`config.mk`:
```
export PLATFORM = sky130hd
export DESIGN_NAME = sdcs_spacing_core
export DESIGN_NICKNAME = d
export VERILOG_FILES = /design/src/hdl/sdcs_pkg.sv /design/src/hdl/sdcs_gap_timer.sv /design/src/hdl/sdcs_spacing_core.sv
export VERILOG_INCLUDE_DIRS = /design/src /design/src/hdl
export SDC_FILE = /design/constraint.sdc
export NUM_CORES = 1
export LEC_CHECK = 0
export BUFFER_PORTS_ARGS = -buffer_cell sky130_fd_sc_hd__buf_2
export CORE_ASPECT_RATIO = 1.1
export CORE_MARGIN = 3
export CORE_UTILIZATION = 45
export DETAILED_ROUTE_END_ITERATION = 12
export SETUP_SLACK_MARGIN = 0.4
export SLEW_MARGIN = 25
export SYNTH_ARGS = -nofsm -noshare
export SYNTH_HDL_FRONTEND = slang
export SYNTH_SLANG_ARGS = --single-unit
```
`constraint.sdc`:
```
create_clock -name CORE_CLK_IN -period 3.6 [get_ports CORE_CLK_IN]
set_input_delay 0.18 -clock CORE_CLK_IN [delete_from_list [all_inputs] [get_ports CORE_CLK_IN]]
set_output_delay 0.18 -clock CORE_CLK_IN [all_outputs]
set_load 0.05 [all_outputs]
```
`src/hdl/sdcs_map.svh`:
```
// constants for the command spacing logic of the memory device
// assumes one memory clock, the controller sampled on its rising edge
`ifndef SDCS_MAP_SVH
`define SDCS_MAP_SVH

// clock and nanosecond spacings, in picoseconds
`define SDCS_CLK_PERIOD_PS       50000
`define SDCS_PRECHARGE_PERIOD_PS 15000
`define SDCS_RP_CYCLES \
    ((`SDCS_PRECHARGE_PERIOD_PS + `SDCS_CLK_PERIOD_PS - 1) / `SDCS_CLK_PERIOD_PS)

// spacings in clock edges
`define SDCS_WTR_CYCLES      2
`define SDCS_XP_CYCLES       2
`define SDCS_CKE_MIN_EDGES   2'h3

// mode register load fields and the write autoprecharge address bit
`define SDCS_BA_MR           3'h0
`define SDCS_BA_EMR          3'h1
`define SDCS_WR_LSB          9
`define SDCS_WR_MSB          11
`define SDCS_WR_OFFSET       1
`define SDCS_WR_CODE_RST     3'h3
`define SDCS_STROBE_BIT      10
`define SDCS_STROBE_SE_RST   1'h0
`define SDCS_AP_BIT          10

// violation vector bits
`define SDCS_VIOL_DAL        0
`define SDCS_VIOL_WTR        1
`define SDCS_VIOL_XP         2
`define SDCS_VIOL_CKE        3

`endif

```
`src/hdl/sdcs_pkg.sv`:
```
// types for the command spacing logic
// assumes nothing beyond the map header
package sdcs_pkg;
    // values equal the ras/cas/we pin pattern
    typedef enum logic [2:0] {
        SDCS_CMD_MRS = 3'h0,
        SDCS_CMD_REF = 3'h1,
        SDCS_CMD_PRE = 3'h2,
        SDCS_CMD_ACT = 3'h3,
        SDCS_CMD_WR  = 3'h4,
        SDCS_CMD_RD  = 3'h5,
        SDCS_CMD_RSV = 3'h6,
        SDCS_CMD_NOP = 3'h7
    } sdcs_cmd_t;

    typedef enum logic [1:0] {
        SDCS_PWR_ACTIVE = 2'h0,
        SDCS_PWR_DOWN   = 2'h1,
        SDCS_PWR_EXIT   = 2'h3
    } sdcs_pwr_t;
endpackage

```
`src/hdl/sdcs_gap_timer.sv`:
```
// edge counter that holds a spacing window open
// assumes load values of at least one edge
`timescale 1ns/1ps
module sdcs_gap_timer #(
    parameter int TIMER_W = 5
) (
    // clock and reset
    input  wire logic               clk_in,
    input  wire logic               rst_in,
    // window control
    input  wire logic               load_in,
    input  wire logic [TIMER_W-1:0] count_in,
    output logic                    busy_out
);
    if (TIMER_W < 2) begin : g_bad
        $error("sdcs_gap_timer: timer too narrow");
    end

    logic [TIMER_W-1:0] count_reg;

    // counts edges, not time, so jitter never shortens it
    always_ff @(posedge clk_in or posedge rst_in) begin
        if (rst_in) begin
            count_reg <= '0;
        end else if (load_in) begin
            count_reg <= count_in - TIMER_W'(1);
        end else if (count_reg != '0) begin
            count_reg <= count_reg - TIMER_W'(1);
        end
    end

    assign busy_out = (count_reg != '0);
endmodule

```
`src/hdl/sdcs_spacing_core.sv`:
```
// device side command spacing, power-down exit and mode tracking
// assumes controller commands on the same clock as CORE_CLK_IN
`timescale 1ns/1ps
`include "sdcs_map.svh"
module sdcs_spacing_core #(
    parameter int NUM_BANKS = 8,
    parameter int BANK_W    = 3,
    parameter int ADDR_W    = 14,
    parameter int TIMER_W   = 5
) (
    // clock and reset
    input  wire logic                CORE_CLK_IN,
    input  wire logic                RST_IN,
    // command pins
    input  wire logic                CKE_IN,
    input  wire logic                CS_N_IN,
    input  wire logic                RAS_N_IN,
    input  wire logic                CAS_N_IN,
    input  wire logic                WE_N_IN,
    input  wire logic [BANK_W-1:0]   BA_IN,
    input  wire logic [ADDR_W-1:0]   ADDR_IN,
    input  wire logic                DATA_TIMING_BAD_IN,
    // command results
    output logic                     CMD_ACCEPT_OUT,
    output sdcs_pkg::sdcs_cmd_t      CMD_CODE_OUT,
    output logic [3:0]               VIOLATION_OUT,
    output logic                     DATA_SUSPECT_OUT,
    // state
    output logic                     POWERED_DOWN_OUT,
    output logic                     STROBE_DIFF_EN_OUT,
    output logic                     STROBE_SE_EN_OUT
);
    import sdcs_pkg::*;

    if (NUM_BANKS != (1 << BANK_W) || ADDR_W <= `SDCS_WR_MSB || TIMER_W < 5) begin : g_bad
        $error("sdcs_spacing_core: unsupported parameters");
    end

    ////////////////////////////////////////////////////////////////////////////////
    // decode

    function automatic sdcs_cmd_t cmd_decode(input logic cs_n, input logic ras_n,
                                             input logic cas_n, input logic we_n,
                                             input logic live);
        if (cs_n || !live) begin
            return SDCS_CMD_NOP;
        end
        return sdcs_cmd_t'({ras_n, cas_n, we_n});
    endfunction

    logic                cke_prev_reg;
    logic [1:0]          cke_run_reg;
    sdcs_pwr_t           pwr_reg;
    sdcs_pwr_t           pwr_next;
    sdcs_cmd_t           cmd;
    logic                cke_glitch;
    logic                exit_edge;
    logic                xp_busy;
    logic                wtr_busy;
    logic [NUM_BANKS-1:0] dal_busy;
    logic [NUM_BANKS-1:0] dirty_reg;
    logic [2:0]          wr_code_reg;
    logic                strobe_se_reg;
    logic                strobe_bit;
    logic                act_xp_bad;
    logic                act_dal_bad;
    logic                rd_wtr_bad;
    logic [TIMER_W-1:0]  dal_total;

    // commands count only while clock enable is high on both edges
    assign cmd        = cmd_decode(CS_N_IN, RAS_N_IN, CAS_N_IN, WE_N_IN, cke_prev_reg & CKE_IN);
    assign cke_glitch = (CKE_IN != cke_prev_reg) && (cke_run_reg < `SDCS_CKE_MIN_EDGES);
    assign exit_edge  = (pwr_reg == SDCS_PWR_DOWN) && !cke_prev_reg && CKE_IN;
    assign strobe_bit = ADDR_IN[`SDCS_STROBE_BIT];

    ////////////////////////////////////////////////////////////////////////////////
    // clock enable registration and power state

    // run length of the registered level
    always_ff @(posedge CORE_CLK_IN or posedge RST_IN) begin
        if (RST_IN) begin
            cke_prev_reg <= 1'h0;
            cke_run_reg  <= `SDCS_CKE_MIN_EDGES;
        end else if (CKE_IN != cke_prev_reg) begin
            cke_prev_reg <= CKE_IN;
            cke_run_reg  <= 2'h1;
        end else if (cke_run_reg != `SDCS_CKE_MIN_EDGES) begin
            cke_run_reg  <= cke_run_reg + 2'h1;
        end
    end

    always_comb begin
        pwr_next = pwr_reg;
        case (pwr_reg)
            SDCS_PWR_ACTIVE: begin
                if (cke_prev_reg && !CKE_IN) begin
                    pwr_next = SDCS_PWR_DOWN;
                end
            end
            SDCS_PWR_DOWN: begin
                if (exit_edge) begin
                    pwr_next = SDCS_PWR_EXIT;
                end
            end
            SDCS_PWR_EXIT: begin
                // a drop inside the exit window must not strand the part in active
                if (cke_prev_reg && !CKE_IN) begin
                    pwr_next = SDCS_PWR_DOWN;
                end else if (!xp_busy) begin
                    pwr_next = SDCS_PWR_ACTIVE;
                end
            end
            default: begin
                pwr_next = SDCS_PWR_DOWN;
            end
        endcase
    end

    // clock enable is low out of reset, so the part starts powered down
    always_ff @(posedge CORE_CLK_IN or posedge RST_IN) begin
        if (RST_IN) begin
            pwr_reg <= SDCS_PWR_DOWN;
        end else begin
            pwr_reg <= pwr_next;
        end
    end

    ////////////////////////////////////////////////////////////////////////////////
    // spacing windows

    // exit at edge Tm frees activate at Tm+2
    sdcs_gap_timer #(.TIMER_W(TIMER_W)) u_xp (
        .clk_in   (CORE_CLK_IN),
        .rst_in   (RST_IN),
        .load_in  (exit_edge),
        .count_in (TIMER_W'(`SDCS_XP_CYCLES)),
        .busy_out (xp_busy)
    );

    // write to read turnaround is a fixed edge count
    sdcs_gap_timer #(.TIMER_W(TIMER_W)) u_wtr (
        .clk_in   (CORE_CLK_IN),
        .rst_in   (RST_IN),
        .load_in  (cmd == SDCS_CMD_WR),
        .count_in (TIMER_W'(`SDCS_WTR_CYCLES)),
        .busy_out (wtr_busy)
    );

    // write recovery plus rounded-up precharge cycles
    assign dal_total = TIMER_W'(wr_code_reg) + TIMER_W'(`SDCS_WR_OFFSET)
                     + TIMER_W'(`SDCS_RP_CYCLES);

    for (genvar b = 0; b < NUM_BANKS; b++) begin : g_bank
        logic bank_hit;
        assign bank_hit = (BA_IN == BANK_W'(b));

        sdcs_gap_timer #(.TIMER_W(TIMER_W)) u_dal (
            .clk_in   (CORE_CLK_IN),
            .rst_in   (RST_IN),
            .load_in  (cmd == SDCS_CMD_WR && ADDR_IN[`SDCS_AP_BIT] && bank_hit),
            .count_in (dal_total),
            .busy_out (dal_busy[b])
        );

        // bad data timing marks the bank; a clean write clears it
        always_ff @(posedge CORE_CLK_IN or posedge RST_IN) begin
            if (RST_IN) begin
                dirty_reg[b] <= 1'h0;
            end else if (cmd == SDCS_CMD_WR && bank_hit) begin
                dirty_reg[b] <= DATA_TIMING_BAD_IN;
            end
        end
    end

    ////////////////////////////////////////////////////////////////////////////////
    // mode fields

    always_ff @(posedge CORE_CLK_IN or posedge RST_IN) begin
        if (RST_IN) begin
            wr_code_reg   <= `SDCS_WR_CODE_RST;
            strobe_se_reg <= `SDCS_STROBE_SE_RST;
        end else if (cmd == SDCS_CMD_MRS) begin
            if (BA_IN == `SDCS_BA_MR) begin
                wr_code_reg <= ADDR_IN[`SDCS_WR_MSB:`SDCS_WR_LSB];
            end
            if (BA_IN == `SDCS_BA_EMR) begin
                strobe_se_reg <= strobe_bit;
            end
        end
    end

    ////////////////////////////////////////////////////////////////////////////////
    // command results

    assign act_xp_bad  = (cmd == SDCS_CMD_ACT) && xp_busy;
    assign act_dal_bad = (cmd == SDCS_CMD_ACT) && dal_busy[BA_IN];
    assign rd_wtr_bad  = (cmd == SDCS_CMD_RD) && wtr_busy;

    // a refused command still shows its code, so the bench sees what was refused
    always_ff @(posedge CORE_CLK_IN or posedge RST_IN) begin
        if (RST_IN) begin
            CMD_ACCEPT_OUT   <= 1'h0;
            CMD_CODE_OUT     <= SDCS_CMD_NOP;
            VIOLATION_OUT    <= 4'h0;
            DATA_SUSPECT_OUT <= 1'h0;
        end else begin
            CMD_ACCEPT_OUT   <= (cmd != SDCS_CMD_NOP) && !act_xp_bad && !act_dal_bad
                                && !rd_wtr_bad;
            CMD_CODE_OUT     <= cmd;
            VIOLATION_OUT    <= {cke_glitch, act_xp_bad, rd_wtr_bad, act_dal_bad};
            DATA_SUSPECT_OUT <= (cmd == SDCS_CMD_RD) && dirty_reg[BA_IN];
        end
    end

    assign POWERED_DOWN_OUT   = (pwr_reg == SDCS_PWR_DOWN);
    assign STROBE_SE_EN_OUT   = strobe_se_reg;
    assign STROBE_DIFF_EN_OUT = !strobe_se_reg;

    ////////////////////////////////////////////////////////////////////////////////
    // checks

    logic [BANK_W-1:0]  wap_bank_reg;
    logic [TIMER_W-1:0] wap_total_reg;
    logic [TIMER_W-1:0] since_wap_reg;

    // edges since the latest write with autoprecharge, saturating
    always_ff @(posedge CORE_CLK_IN or posedge RST_IN) begin
        if (RST_IN) begin
            wap_bank_reg  <= '0;
            wap_total_reg <= '0;
            since_wap_reg <= '1;
        end else if (cmd == SDCS_CMD_WR && ADDR_IN[`SDCS_AP_BIT]) begin
            wap_bank_reg  <= BA_IN;
            wap_total_reg <= dal_total;
            since_wap_reg <= TIMER_W'(1);
        end else if (since_wap_reg != '1) begin
            since_wap_reg <= since_wap_reg + TIMER_W'(1);
        end
    end

    chk_xp_exit_gap: assert property (
        @(posedge CORE_CLK_IN) disable iff (RST_IN)
        exit_edge |=> xp_busy ##1 !xp_busy)
        else $error("activate window after power-down exit is not two edges");

    chk_dal_early_act: assert property (
        @(posedge CORE_CLK_IN) disable iff (RST_IN)
        (cmd == SDCS_CMD_ACT && BA_IN == wap_bank_reg && since_wap_reg < wap_total_reg)
        |=> !CMD_ACCEPT_OUT && VIOLATION_OUT[`SDCS_VIOL_DAL])
        else $error("activate accepted inside autoprecharge window");

    chk_dal_late_act: assert property (
        @(posedge CORE_CLK_IN) disable iff (RST_IN)
        (cmd == SDCS_CMD_ACT && BA_IN == wap_bank_reg && since_wap_reg >= wap_total_reg
         && !xp_busy) |=> CMD_ACCEPT_OUT)
        else $error("activate refused after autoprecharge window closed");

    chk_wtr_back_read: assert property (
        @(posedge CORE_CLK_IN) disable iff (RST_IN)
        (cmd == SDCS_CMD_WR) ##1 (cmd == SDCS_CMD_RD)
        |=> !CMD_ACCEPT_OUT && VIOLATION_OUT[`SDCS_VIOL_WTR])
        else $error("read accepted one edge after write");

    chk_strobe_mode_sel: assert property (
        @(posedge CORE_CLK_IN) disable iff (RST_IN)
        (cmd == SDCS_CMD_MRS && BA_IN == `SDCS_BA_EMR)
        |=> STROBE_SE_EN_OUT == $past(strobe_bit) && STROBE_DIFF_EN_OUT == !$past(strobe_bit))
        else $error("strobe style does not follow mode bit");

    chk_cke_short_pulse: assert property (
        @(posedge CORE_CLK_IN) disable iff (RST_IN)
        (CKE_IN != cke_prev_reg) ##1 (CKE_IN != cke_prev_reg)
        |=> VIOLATION_OUT[`SDCS_VIOL_CKE])
        else $error("short clock enable pulse not flagged");
endmodule

```
* Yosys cells after proc, flatten, opt, wreduce, memory -nomap -nowiden
Index checks and enable logic that the tools add are counted.
** Storage, ports and cells
- Bits in registers :: 76
- Input port bits :: 25
- Output and inout bits :: 12
- Word-level logic and storage cells :: 159
** Cells by class
- Add/sub/neg operators :: 14
- Order comparisons :: 2
- Eq/ne operators :: 18
- Muxes and demuxes :: 34
- Bitwise gates (word level) :: 1
- Reductions and logical operators :: 63
** Operators with widths (number)
- $mux 5 :: 20
- $sub 5x1->5 const B :: 11
- $reduce_bool 5->1 :: 10
- $logic_and 1x1->1 :: 28
- $reduce_bool 2->1 :: 11
- $eq 3x3->1 const B :: 6
- $mux 2 :: 6
- $eq 3x2->1 const B :: 3
- $logic_not 1->1 :: 7
- $bmux 1 s3 :: 2
- $logic_not 3->1 :: 2
- $mux 3 :: 2
- $ne 3x3->1 const B :: 2
- $pmux 2 s3 :: 1
- $add 4x1->5 const B :: 1
- $add 3x1->4 const B :: 1
- $lt 3x4->1 const B :: 1
- $ne 2x2->1 const B :: 2
- $reduce_and 2->1 :: 2
- $eq 3x1->1 const B :: 1
- $mux 1 :: 3
- $reduce_and 3->1 :: 1
- $add 2x1->2 const B :: 1
- $eq 2x1->1 const B :: 1
- other kinds (7) :: 7

* Longest topological paths before layout
Gate-level depths: netlist (run 1).
- Depth in word-level cells :: 11
- Mapped depth :: 7

* Cells and area by module
Synthesis (run 1) repeated with hierarchy kept, for this count alone.
** Unflattened totals
- Cells, all modules :: 443
- Area total of the unflattened synthesis :: 4697.0 um^2
** By module, submodules not included
- sdcs_gap_timer :: times used 10, cells an instance 32, area an instance 330.3 um^2
- sdcs_spacing_core :: times used 1, cells an instance 123, area an instance 1393.8 um^2

* Least setup slack after synthesis (run 1)
OpenSTA, ideal clock, no wires.
- Path kind :: reg2reg
- Start point :: reg cke_prev_reg
- End point :: reg g_bank[1].u_dal.count_reg[1]
- Library setup time :: 0.125 ns
- Data arrival time :: 1.792 ns
- Data required time :: 3.475 ns
- Setup slack :: 1.683 ns
- Cell stages (with the launch flop) :: 7
- Path buffers :: 1
- Clock period less this slack :: 1.917 ns
- Cells stage by stage :: dfrtp_1 > ha_1 > and4bb_2 > nand2b_4 > or4_4 > buf_6 > mux2_4
** Between the ends
- Word-level cells in the longest chain between the ends :: 9
- Elaborated cells between the ends (all ways) :: 10
- Classes of those cells :: eq/ne (1); mux (3); bitwise (1); reduce/logical (5)
** Ends and longest elaborated chain
- start: declaration :: RTL line sdcs_spacing_core.sv:51 : logic cke_prev_reg;
- start signal: assignment :: RTL line sdcs_spacing_core.sv:82 : cke_prev_reg <= 1'h0;
- start signal: assignment :: RTL line sdcs_spacing_core.sv:85 : cke_prev_reg <= CKE_IN;
- $and 1x1->1 (*) :: RTL line sdcs_spacing_core.sv:71 : assign cmd = cmd_decode(CS_N_IN, RAS_N_IN, CAS_N_IN, WE_N_IN, cke_prev_reg & CKE_IN);
- $logic_not 1->1 (*) :: RTL line sdcs_spacing_core.sv:45 : if (cs_n || !live) begin
- $logic_or 1x1->1 (*) :: RTL line sdcs_spacing_core.sv:45
- $mux 1 (*) :: RTL line sdcs_spacing_core.sv:45
- $mux 3 (*) :: RTL line sdcs_spacing_core.sv:48 : return sdcs_cmd_t'({ras_n, cas_n, we_n});
- $eq 3x3->1 (*)
- $logic_and 1x1->1 (*)
- $logic_and 1x1->1 (*) :: RTL line sdcs_spacing_core.sv:160 : .load_in (cmd == SDCS_CMD_WR && ADDR_IN[`SDCS_AP_BIT] && bank_hit),
- $mux 5 or $reduce_bool 2->1 (tied branches)
- end signal: assignment :: RTL line sdcs_gap_timer.sv:26 : count_reg <= count_in - TIMER_W'(1);
- end signal: assignment :: RTL line sdcs_gap_timer.sv:28 : count_reg <= count_reg - TIMER_W'(1);
- end: declaration :: RTL line sdcs_gap_timer.sv:19 : logic [TIMER_W-1:0] count_reg;
Mark *: on every way between the ends. The rest lies on a longest branch, timed or not.
A chain may end at the register's enable or synchronous reset.

* Final worst setup path (run 1)
- Start point :: reg cke_prev_reg
- End point :: reg wr_code_reg[2]
** Between the ends
- Word-level cells in the longest chain between the ends :: 7
** Ends and longest elaborated chain
- $and 1x1->1 :: RTL line sdcs_spacing_core.sv:71
- $logic_not 1->1 :: RTL line sdcs_spacing_core.sv:45
- $logic_or 1x1->1 :: RTL line sdcs_spacing_core.sv:45
- $mux 1 :: RTL line sdcs_spacing_core.sv:45
- $mux 3 :: RTL line sdcs_spacing_core.sv:48
- via cmd[2] :: RTL line sdcs_spacing_core.sv:55 : sdcs_cmd_t cmd;
- $logic_not 3->1 :: RTL line sdcs_spacing_core.sv:182 : end else if (cmd == SDCS_CMD_MRS) begin
- $reduce_and 2->1 (no line)
- end signal: assignment :: RTL line sdcs_spacing_core.sv:180 : wr_code_reg <= `SDCS_WR_CODE_RST;
- end signal: assignment :: RTL line sdcs_spacing_core.sv:184 : wr_code_reg <= ADDR_IN[`SDCS_WR_MSB:`SDCS_WR_LSB];
- end: declaration :: RTL line sdcs_spacing_core.sv:62 : logic [2:0] wr_code_reg;
The timed path passes the listed nets, and every way through them passes these cells.

==> results of run 1 <==
-- cells in the mapped netlist, types with 2 or more instances --
library cell  instances  area [um2]
mux2_1                4        45.0
a211oi_1              2        15.0
o21ai_0               5        25.0
nor2b_1               6        37.5
buf_6                 2        22.5
xor2_1               17         149
nor3b_1               2        15.0
nand2b_1              6        37.5
mux2i_1              28         280
mux4_2                2        45.0
and3_1                8        50.1
xnor2_1              12         105
or4b_1                7        70.1
nand3_1               9        45.0
nand3b_1              2        15.0
or4_4                 2        22.5
mux2_4                2        30.0
or4b_2                2        20.0
dfrtp_1              68        1700
nor2_1               31         116
o311a_1               2        20.0
inv_1                28         105
mux2_2               15         169
o211ai_1              2        15.0
nor4_1                2        12.5
dfstp_2               8         210
nor3_1               13        65.1
clkbuf_1             13        48.8
ha_1                 14         175
nand2_1              36         135
o22ai_1               2        12.5
a21oi_1              10        50.1
-- worst max-delay path: stages, from the launching register on --
cell and delay (ns):
dfrtp_1 0.40, ha_1 0.21, nor3b_1 0.42, inv_1 0.12, nor4_1 0.37, nand2_1 0.23
mux2_2 0.32
-- layer usage --
metal / share of wire, % / routed length [um]
met5: 0 / 0
met4: 1.6 / 121
met3: 4.0 / 297
met2: 46 / 3420
met1: 49 / 3640
-- metrics by stage --
| step | std cells | worst slack (ns) | total power [uW] | instance area, um2 | hold slack (ns) |
|---|---|---|---|---|---|
| after floorplan | 376 | 1.49 | 2510 | 4000 | 0.290 |
| after global placement | 496 | 1.44 | 2700 | 4210 | 0.370 |
| after detailed placement | 496 | 1.45 | 2760 | 4210 | 0.366 |
| after CTS | 513 | 1.42 | 3480 | 4430 | 0.0544 |
| after global routing | 513 | 1.12 | 3760 | 4440 | 0.0702 |
| final | 513 | 1.40 | 3440 | 4440 | 0.0718 |
-- final timing paths --
path	start	end	slack [ns]	cells past startpoint
max reg2reg	cke_prev_reg$_DFFE_PP0N_	wr_code_reg[2]$_DFFE_PP0P_	1.40	6
min reg2reg	g_bank[0].u_dal.count_reg[4]$_DFFE_PP0P_	g_bank[0].u_dal.count_reg[4]$_DFFE_PP0P_	0.50	1
min	ADDR_IN[9]	wr_code_reg[0]$_DFFE_PP1P_	0.07	2
min in group asynchronous	RST_IN	u_wtr.count_reg[2]$_DFFE_PP0P_	0.52	3
max	cke_prev_reg$_DFFE_PP0N_	wr_code_reg[2]$_DFFE_PP0P_	1.40	6
max in group asynchronous	RST_IN	wr_code_reg[1]$_DFFE_PP1P_	2.33	4
-- logic make-up (layout without fill, tap and decap cells) --
kind of cell    count (synthesis)  after routing  synth area share, %
fa+ha+maj                      14             14                 4.38
flops                          76             76                 47.8
xor+xnor                       29             29                 6.35
mux                            51             51                 14.2
simple gates                  136            136                 18.8
compound gates                 25             25                 3.85
buf+inv                        45             71                 4.63
-- area by class of cell --
class                   count  area [um2]
multi-input cells         255        1910
fillers                   792        4060
flip-flops and latches     76        1910
clock inverters             5        75.1
clock buffers              11         141
repair buffers             27         155
well taps                 111         139
inverters                  28         105
-- power breakdown --
group          leakage [uW]  internal [uW]  switching (uW)  total, uW
registers          0.000945           1170             245       1410
logic               0.00117            648             666       1310
clock network      0.000113            406             305        712
total               0.00223           2220            1220       3440
-- what timing repair did --
| item | CTS | global route |
|---|---|---|
| gates resized for setup | 0 | 0 |
| endpoints found under the hold margin | 29 | 0 |
| hold buffers | 1 | 0 |
-- placed cells by master, fill, tap and decap left out, types with 3 or more instances in the layout --
cell type,instances
or4b_1,7
mux2_1,4
nor3_1,13
ha_1,14
mux2i_1,28
buf_2,25
xnor2_1,11
dfstp_2,8
nor2b_1,6
a21oi_1,10
mux2_2,15
dfrtp_1,68
nand3_1,9
and3_1,8
nand2_1,36
inv_1,27
nor2_1,31
clkbuf_8,10
xor2_1,17
clkinv_2,3
o21ai_0,5
nand2b_1,6
==> metrics.csv, run 1 <==
stage;metric;value;unit
critical_path;critical_path_peak_fanout;5;
place;dpl.hpwl;5280;um
timing;tightest_slew;0.818;ns
drt;ant_nets;0;
timing;layout_min_cycle_time;2.20;ns
floorplanning;core;0.00850;mm2
clocking;cts_htree_levels;3;
timing;finalCritPeriodShare;61.0;%
floorplanning;dieArea;0.0101;mm2
layout;fin_nets;436;
logic_synthesis;synth-async-reset-ratio;100;%
logic_synthesis;synthesis.instances;376;
logic_synthesis;synth_nets;415;
timing;fmax;455;MHz
critical_path;crit_type;reg2reg;
floorplanning;die_h;105;um
layout;drive_gt1_share;19.7;%
power;power_density;774;mW/mm2
layout;antenna_cells;0;
floorplanning;row_count;35;
clocking;clk_pin_slew;0.08;ns
global_route;grt_pass1_vias;2647;
clocking;clock_sinks;76;
critical_path;required;3.83;ns
timing;slew_headroom;45.3;%
layout;syn_to_final_growth;10.9;%
global_route;met1_usage;23.7;%
global_route;grt_pass1_wl;13000;um
timing;skew;0.00961;ns
clocking;cts_root_buf;clkbuf_8;
drt;vias;2662;
run_status;status;completed;
global_route;antenna_found_initial;0;
timing;fin_setup_tns;0;ns
clocking;cts_buffers;9;
logic_synthesis;synth_warnings;0;
drt;drtPass1Iterations;4;
run;drv_cap;0;
logic_synthesis;ys_types;46;
floorplanning;fp.dieW;95.9;um
timing;finalMaxSlewViolations;0;
clocking;cts_setup_buffers;0;
power;ir_drop;0.462;mV
power;p_leak;0.00223;uW
clocking;tritoncts;yes;
drt;drc;0;
logic_synthesis;syn_area_per_cell;10.6;um2
logic_synthesis;yosys_most_used_dff;dfrtp_1;
logic_synthesis;synth-edff-count;0;
layout;largest_reg_flops;40;
layout;final_core_util;52.3;%
drt;drt_wl_total;7480;um
drt;via_per_inst;5.19;
clocking;clockBufferDepth;2;
place;routabilityCongestion;0.822;
timing;hold_viol;0;
floorplanning;pin_count;37;
drt;drt-initial-drc-count;93;
logic_synthesis;synth_seq_cells;76;
logic_synthesis;synth_area;0.00400;mm2
clocking;insertion_delay;0.34;ns
critical_path;cp-start-kind;register;
timing;grt_setup_unrepaired;false;
critical_path;critPathArrivalTime;2.43;ns
drt;routedWlPerCell;14.6;um
global_route;grtUsageMet2;24.9;%
global_route;grt.total_usage;16.7;%
logic_synthesis;ys_seq_area_share;47.8;%
global_route;grt_remaining_overflow;0;
floorplanning;start_util;47.1;%
critical_path;end_kind;register;
min_path;min_path_type;in2reg;
global_route;global_route.usage.met3;3.53;%
place;port_buffers;25;
timing;setup_viol;0;
global_route;grt_max_degree;42;
global_route;grt_most_used_layer;met2;
No activity file was read; power rests on OpenSTA's default activity.
==> run 2: changes to the inputs <==
--- a/config.mk
+++ b/config.mk
@@ -11,6 +11,7 @@
 export CORE_MARGIN = 3
 export CORE_UTILIZATION = 45
 export DETAILED_ROUTE_END_ITERATION = 12
+export PLACE_DENSITY = 0.66
 export SETUP_SLACK_MARGIN = 0.4
 export SLEW_MARGIN = 25
 export SYNTH_ARGS = -nofsm -noshare
==> constraint.sdc (replaced) <==
create_clock -name CORE_CLK_IN -period 1.8 [get_ports CORE_CLK_IN]
set_input_delay 0.09 -clock CORE_CLK_IN [delete_from_list [all_inputs] [get_ports CORE_CLK_IN]]
set_output_delay 0.09 -clock CORE_CLK_IN [all_outputs]
set_load 0.05 [all_outputs]
==> metrics.csv, run 2 (synthesis gave the netlist of run 1 again) <==
stage;metric;value;unit
timing;tightest_slew;0.502;ns
timing;finalMaxSlewViolations;0;
critical_path;critical_path_peak_fanout;4;
global_route;grt_most_used_layer;met2;
layout;fin_nets;526;
floorplanning;fp.dieW;95.9;um
timing;skew;0.0107;ns
critical_path;end_kind;register;
drt;ant_nets;0;
timing;slew_headroom;66.5;%
min_path;min_to;CMD_CODE_OUT[1]$_DFF_PP1_;
clocking;cts_buffers;9;
run_status;status;finished, violations left;
timing;fmax;535;MHz
place;dpl.hpwl;5970;um
critical_path;rr_startpoint;cke_prev_reg$_DFFE_PP0N_;
layout;antenna_cells;0;
place;port_buffers;25;
floorplanning;start_util;47.1;%
floorplanning;pin_count;37;
layout;final_cell_mix;68 x dfrtp_1, 57 x buf_4, 32 x nand2_1, 32 x buf_6, 24 x buf_2;
global_route;global_route.usage.met3;3.10;%
critical_path;critPathArrivalTime;2.10;ns
drt;drtPass1Iterations;5;
drt;drc;0;
drt;via_per_inst;5.15;
critical_path;r2r-end;g_bank[5].u_dal.count_reg[1]$_DFFE_PP0P_;
global_route;grtUsageMet2;30.1;%
clocking;clockBufferDepth;2;
timing;layout_min_cycle_time;1.87;ns
power;p_leak;0.00274;uW
timing;fin_ws;-0.0692;ns
global_route;grt_pass1_wl;15000;um
floorplanning;core;0.00850;mm2
layout;final_area;0.00564;mm2
critical_path;r2r_cells;5;
power;ir_drop;1.06;mV
timing;hold_viol;0;
drt;routedWlPerCell;15.5;um
power;power.total;8420;uW
layout;syn_to_final_growth;41.0;%
run;drv_cap;0;
timing;fin_setup_tns;-0.193;ns
timing;holdWs;0.0515;ns
clocking;tritoncts;yes;
critical_path;crit_type;reg2reg;
critical_path;cp-start-kind;register;
floorplanning;dieArea;0.0101;mm2
layout;drive_gt1_share;48.4;%
global_route;grt.total_usage;19.2;%
clocking;clk_pin_slew;0.07;ns
floorplanning;row_count;35;
critical_path;worst-r2r-setup-slack;-0.07;ns
place;routabilityCongestion;0.796;
clocking;cts_htree_levels;3;
global_route;antenna_found_initial;0;
min_path;hp-start;CS_N_IN;
layout;largest_reg_flops;40;
min_path;min_path_type;in2reg;
floorplanning;die_h;105;um
clocking;insertion_delay;0.36;ns
drt;drt_wl_total;9360;um
drt;vias;3106;
clocking;cts_root_buf;clkbuf_8;
min_path;worstHoldPathCells;3;
run_status;violations;negative setup slack;
global_route;grt_remaining_overflow;0;
clocking;clock_sinks;76;
power;power_density;1490;mW/mm2
timing;finalCritPeriodShare;104;%
global_route;grt_max_degree;77;
timing;setup_viol;10;
layout;final_common_cell;dfrtp_1;
critical_path;required;2.03;ns
global_route;grt_pass1_vias;3066;
global_route;met1_usage;26.6;%
timing;grt_setup_unrepaired;true;
place;placed_area;0.00468;mm2
drt;drt-initial-drc-count;112;
run 2: cell types whose count changed in the layout (fill, tap and decap cells not counted), sizes merged:
cell	delta
buf	+88
bufinv	-2
clkinv	+2
dlygate4sd3	+2
clkinvlp	+1
inv	-1
run 2: layer usage:
metal	routed length, um	vias up
met3	260	13
met1	4230	1548
met5	0	-
li1	-	1502
met2	4700	43
met4	161	0
run 2: worst max-delay path: stages, from the launching register on:
cell      delay (ns)
dfrtp_1         0.35
ha_2            0.18
and4bb_4        0.28
nand2b_4        0.08
or4_4           0.54
mux2_4          0.32
run 2: what timing repair did:
action                                  in CTS  in global routing
buffers inserted                            20                 16
gates resized for setup                     67                 57
endpoints found under the setup margin      63                 63
pin swaps                                   12                 16
endpoints found under the hold margin       70                  0
hold buffers                                 3                  0
run 2: area by class of cell:
type,instances,area (um2)
inverters,28,109
well taps,111,139
multi-input cells,255,2360
repair buffers,117,958
fillers,628,2850
clock buffers,11,131
clock inverters,5,28.8
flip-flops and latches,76,1910
run 2: how the worst max path moves through the flow:
| stage | start | to | depth (start not counted) |
|---|---|---|---|
| after CTS | cke_prev_reg$_DFFE_PP0N_ | g_bank[5].u_dal.count_reg[1]$_DFFE_PP0P_ | 5 |
| after global routing | cke_prev_reg$_DFFE_PP0N_ | g_bank[5].u_dal.count_reg[1]$_DFFE_PP0P_ | 5 |
| after global placement | g_bank[2].u_dal.count_reg[1]$_DFFE_PP0P_ | VIOLATION_OUT[0]$_DFF_PP0_ | 6 |
| final | cke_prev_reg$_DFFE_PP0N_ | g_bank[5].u_dal.count_reg[1]$_DFFE_PP0P_ | 5 |
| after floorplan | cke_prev_reg$_DFFE_PP0N_ | g_bank[1].u_dal.count_reg[1]$_DFFE_PP0P_ | 6 |
| after detailed placement | g_bank[2].u_dal.count_reg[1]$_DFFE_PP0P_ | VIOLATION_OUT[0]$_DFF_PP0_ | 6 |
run 2: power breakdown:
group | internal, uW | switching (uW)
sequential | 2330 | 481
clock | 494 | 630
combinational | 2550 | 1940
run 2: stage by stage:
stage | std cells | util, % | setup WS [ns]
2_1_floorplan | 376 | - | -0.115
3_3_place_gp | 548 | 55.1 | -0.0254
3_5_place_dp | 548 | 55.1 | -0.138
4_1_cts | 587 | 62.4 | -0.0745
5_1_grt | 603 | 66.4 | -0.134
6_report | 603 | 66.4 | -0.0692
==> run 3: changes to the inputs <==
--- a/config.mk
+++ b/config.mk
@@ -9,9 +9,9 @@
 export BUFFER_PORTS_ARGS = -buffer_cell sky130_fd_sc_hd__buf_2
 export CORE_ASPECT_RATIO = 1.1
 export CORE_MARGIN = 3
-export CORE_UTILIZATION = 45
+export CORE_UTILIZATION = 54
 export DETAILED_ROUTE_END_ITERATION = 12
-export PLACE_DENSITY = 0.66
+export PLACE_DENSITY = 0.76
 export SETUP_SLACK_MARGIN = 0.4
 export SLEW_MARGIN = 25
 export SYNTH_ARGS = -nofsm -noshare
==> metrics.csv, run 3 (synthesis gave the netlist of run 1 again) <==
stage;metric;value;unit
critical_path;r2r-end;g_bank[5].u_dal.count_reg[1]$_DFFE_PP0P_;
critical_path;critPathArrivalTime;2.14;ns
power;ir_drop;1.43;mV
run;drv_cap;0;
clocking;cts_root_buf;clkbuf_8;
timing;fmax;527;MHz
place;routabilityCongestion;0.809;
min_path;min_to;CMD_CODE_OUT[2]$_DFF_PP1_;
layout;nFillCells;369;
global_route;antenna_found_initial;0;
timing;grt_setup_unrepaired;true;
layout;multi_input_area;0.00237;mm2
min_path;worstHoldPathCells;3;
min_path;hp-start;CS_N_IN;
critical_path;worst_path_max_delay_cell;or4_4;
floorplanning;dieArea;0.00848;mm2
floorplanning;pin_count;37;
layout;syn_to_final_growth;40.9;%
critical_path;rr_startpoint;cke_prev_reg$_DFFE_PP0N_;
timing;hold_viol;0;
critical_path;path_cells;ha_2 > and4bb_4 > nand2b_4 > or4_4 > mux2_4;
drt;drc;0;
timing;finalCritPeriodShare;106;%
drt;ant_nets;0;
floorplanning;fp.dieW;88.1;um
critical_path;end_kind;register;
power;power_density;1580;mW/mm2
timing;fin_ws;-0.0990;ns
critical_path;worst-r2r-setup-slack;-0.1;ns
layout;final_cell_mix;68 x dfrtp_1, 60 x buf_4, 35 x nand2_1, 26 x mux2i_1, 26 x buf_6;
drt;vias;3263;
timing;layout_min_cycle_time;1.90;ns
clocking;cts_htree_levels;3;
drt;via_per_inst;5.67;
critical_path;critical_path_peak_fanout;4;
drt;drt-initial-drc-count;182;
place;dpl.hpwl;6350;um
clocking;insertion_delay;0.36;ns
timing;skew;0.0105;ns
timing;setup_viol;16;
drt;routedWlPerCell;19.0;um
layout;final_core_util;79.5;%
clocking;cts_buffers;9;
global_route;grt_max_degree;30;
critical_path;cp-start-kind;register;
power;power.total;8930;uW
timing;fin_setup_tns;-0.553;ns
layout;largest_reg_flops;40;
clocking;clockBufferDepth;2;
floorplanning;row_count;32;
layout;seqCellArea;0.00191;mm2
global_route;grt_pass1_vias;3394;
drt;drtPass1Iterations;4;
critical_path;r2r_cells;5;
critical_path;required;2.04;ns
run_status;status;finished, violations left;
drt;drt_wl_total;10900;um
layout;fin_nets;524;
global_route;grt_remaining_overflow;0;
clocking;clock_sinks;76;
layout;antenna_cells;0;
layout;final_common_cell;dfrtp_1;
min_path;min_path_type;in2reg;
floorplanning;core;0.00709;mm2
global_route;grt.total_usage;25.0;%
clocking;clk_pin_slew;0.08;ns
timing;tightest_slew;0.733;ns
layout;drive_gt1_share;48.4;%
global_route;grt_pass1_wl;16000;um
timing;holdWs;0.0309;ns
run_status;violations;negative setup slack;
critical_path;crit_type;reg2reg;
place;port_buffers;25;
power;p_leak;0.00276;uW
timing;slew_headroom;51.0;%
critical_path;slowest_delay;0.55;ns
clocking;tritoncts;yes;
floorplanning;start_util;56.5;%
timing;finalMaxSlewViolations;0;
floorplanning;die_h;96.3;um
run 3: cell count changes in the layout (fill, tap and decap cells not counted), moves of 3 or more:
cell / delta
nand2_1: +3
mux2_2: +3
mux2i_2: -4
buf_4: +3
mux2i_1: +3
buf_6: -6
nand2_2: -3
run 3: area by class of cell:
type / instances / area share, %
Sequential cell: 76 / 33.9
Clock inverter: 5 / 1.38
Timing Repair Buffer: 115 / 16.6
Clock buffer: 11 / 2.33
Multi-Input combinational cell: 255 / 42.0
Tap cell: 85 / 1.89
Inverter: 28 / 1.93
run 3: critical path, delay by kind of cell (launching register included):
family                   cells  cell delay, ns
multiplexers                 1            0.32
AND/OR/NAND/NOR              3            0.93
adder cells (fa/ha/maj)      1            0.18
flip-flops                   1            0.36
run 3: through the flow:
| stage | area, um2 | instances | setup slack (ns) |
|---|---|---|---|
| 2_1_floorplan | 4110 | 376 | -0.115 |
| 3_3_place_gp | 4740 | 532 | -0.0143 |
| 3_5_place_dp | 4740 | 532 | -0.0433 |
| 4_1_cts | 5350 | 562 | -0.0449 |
| 5_1_grt | 5640 | 575 | -0.140 |
| 6_report | 5640 | 575 | -0.0990 |
run 3: timing repair:
action,in CTS,in global routing
endpoints found under the setup margin,62,67
gates resized for setup,72,45
setup buffers,11,13
endpoints found under the hold margin,22,0
pin swaps,13,10
hold buffers,3,0
run 3: metal layers:
layer  wire length (um)  vias up  GRT usage [%]
li1                   -     1502              -
met1               4320     1664           29.5
met2               5950       73           43.5
met3                391       24           5.99
met4                281        0           10.7
met5                  0        -              0
run 3: worst max-delay path by stage:
stage / cells past startpoint / to / startpoint
after floorplan: 6 / g_bank[1].u_dal.count_reg[1]$_DFFE_PP0P_ / cke_prev_reg$_DFFE_PP0N_
after global placement: 5 / g_bank[4].u_dal.count_reg[1]$_DFFE_PP0P_ / cke_prev_reg$_DFFE_PP0N_
after detailed placement: 5 / g_bank[4].u_dal.count_reg[1]$_DFFE_PP0P_ / cke_prev_reg$_DFFE_PP0N_
after CTS: 8 / dirty_reg[4]$_DFFE_PP0P_ / cke_prev_reg$_DFFE_PP0N_
after global routing: 8 / wr_code_reg[2]$_DFFE_PP0P_ / cke_prev_reg$_DFFE_PP0N_
final: 5 / g_bank[5].u_dal.count_reg[1]$_DFFE_PP0P_ / cke_prev_reg$_DFFE_PP0N_
run 3: where the power goes:
group / total (uW) / switching, uW / internal [uW]
clock: 1430 / 651 / 778
sequential: 2830 / 500 / 2330
combinational: 4670 / 2120 / 2550
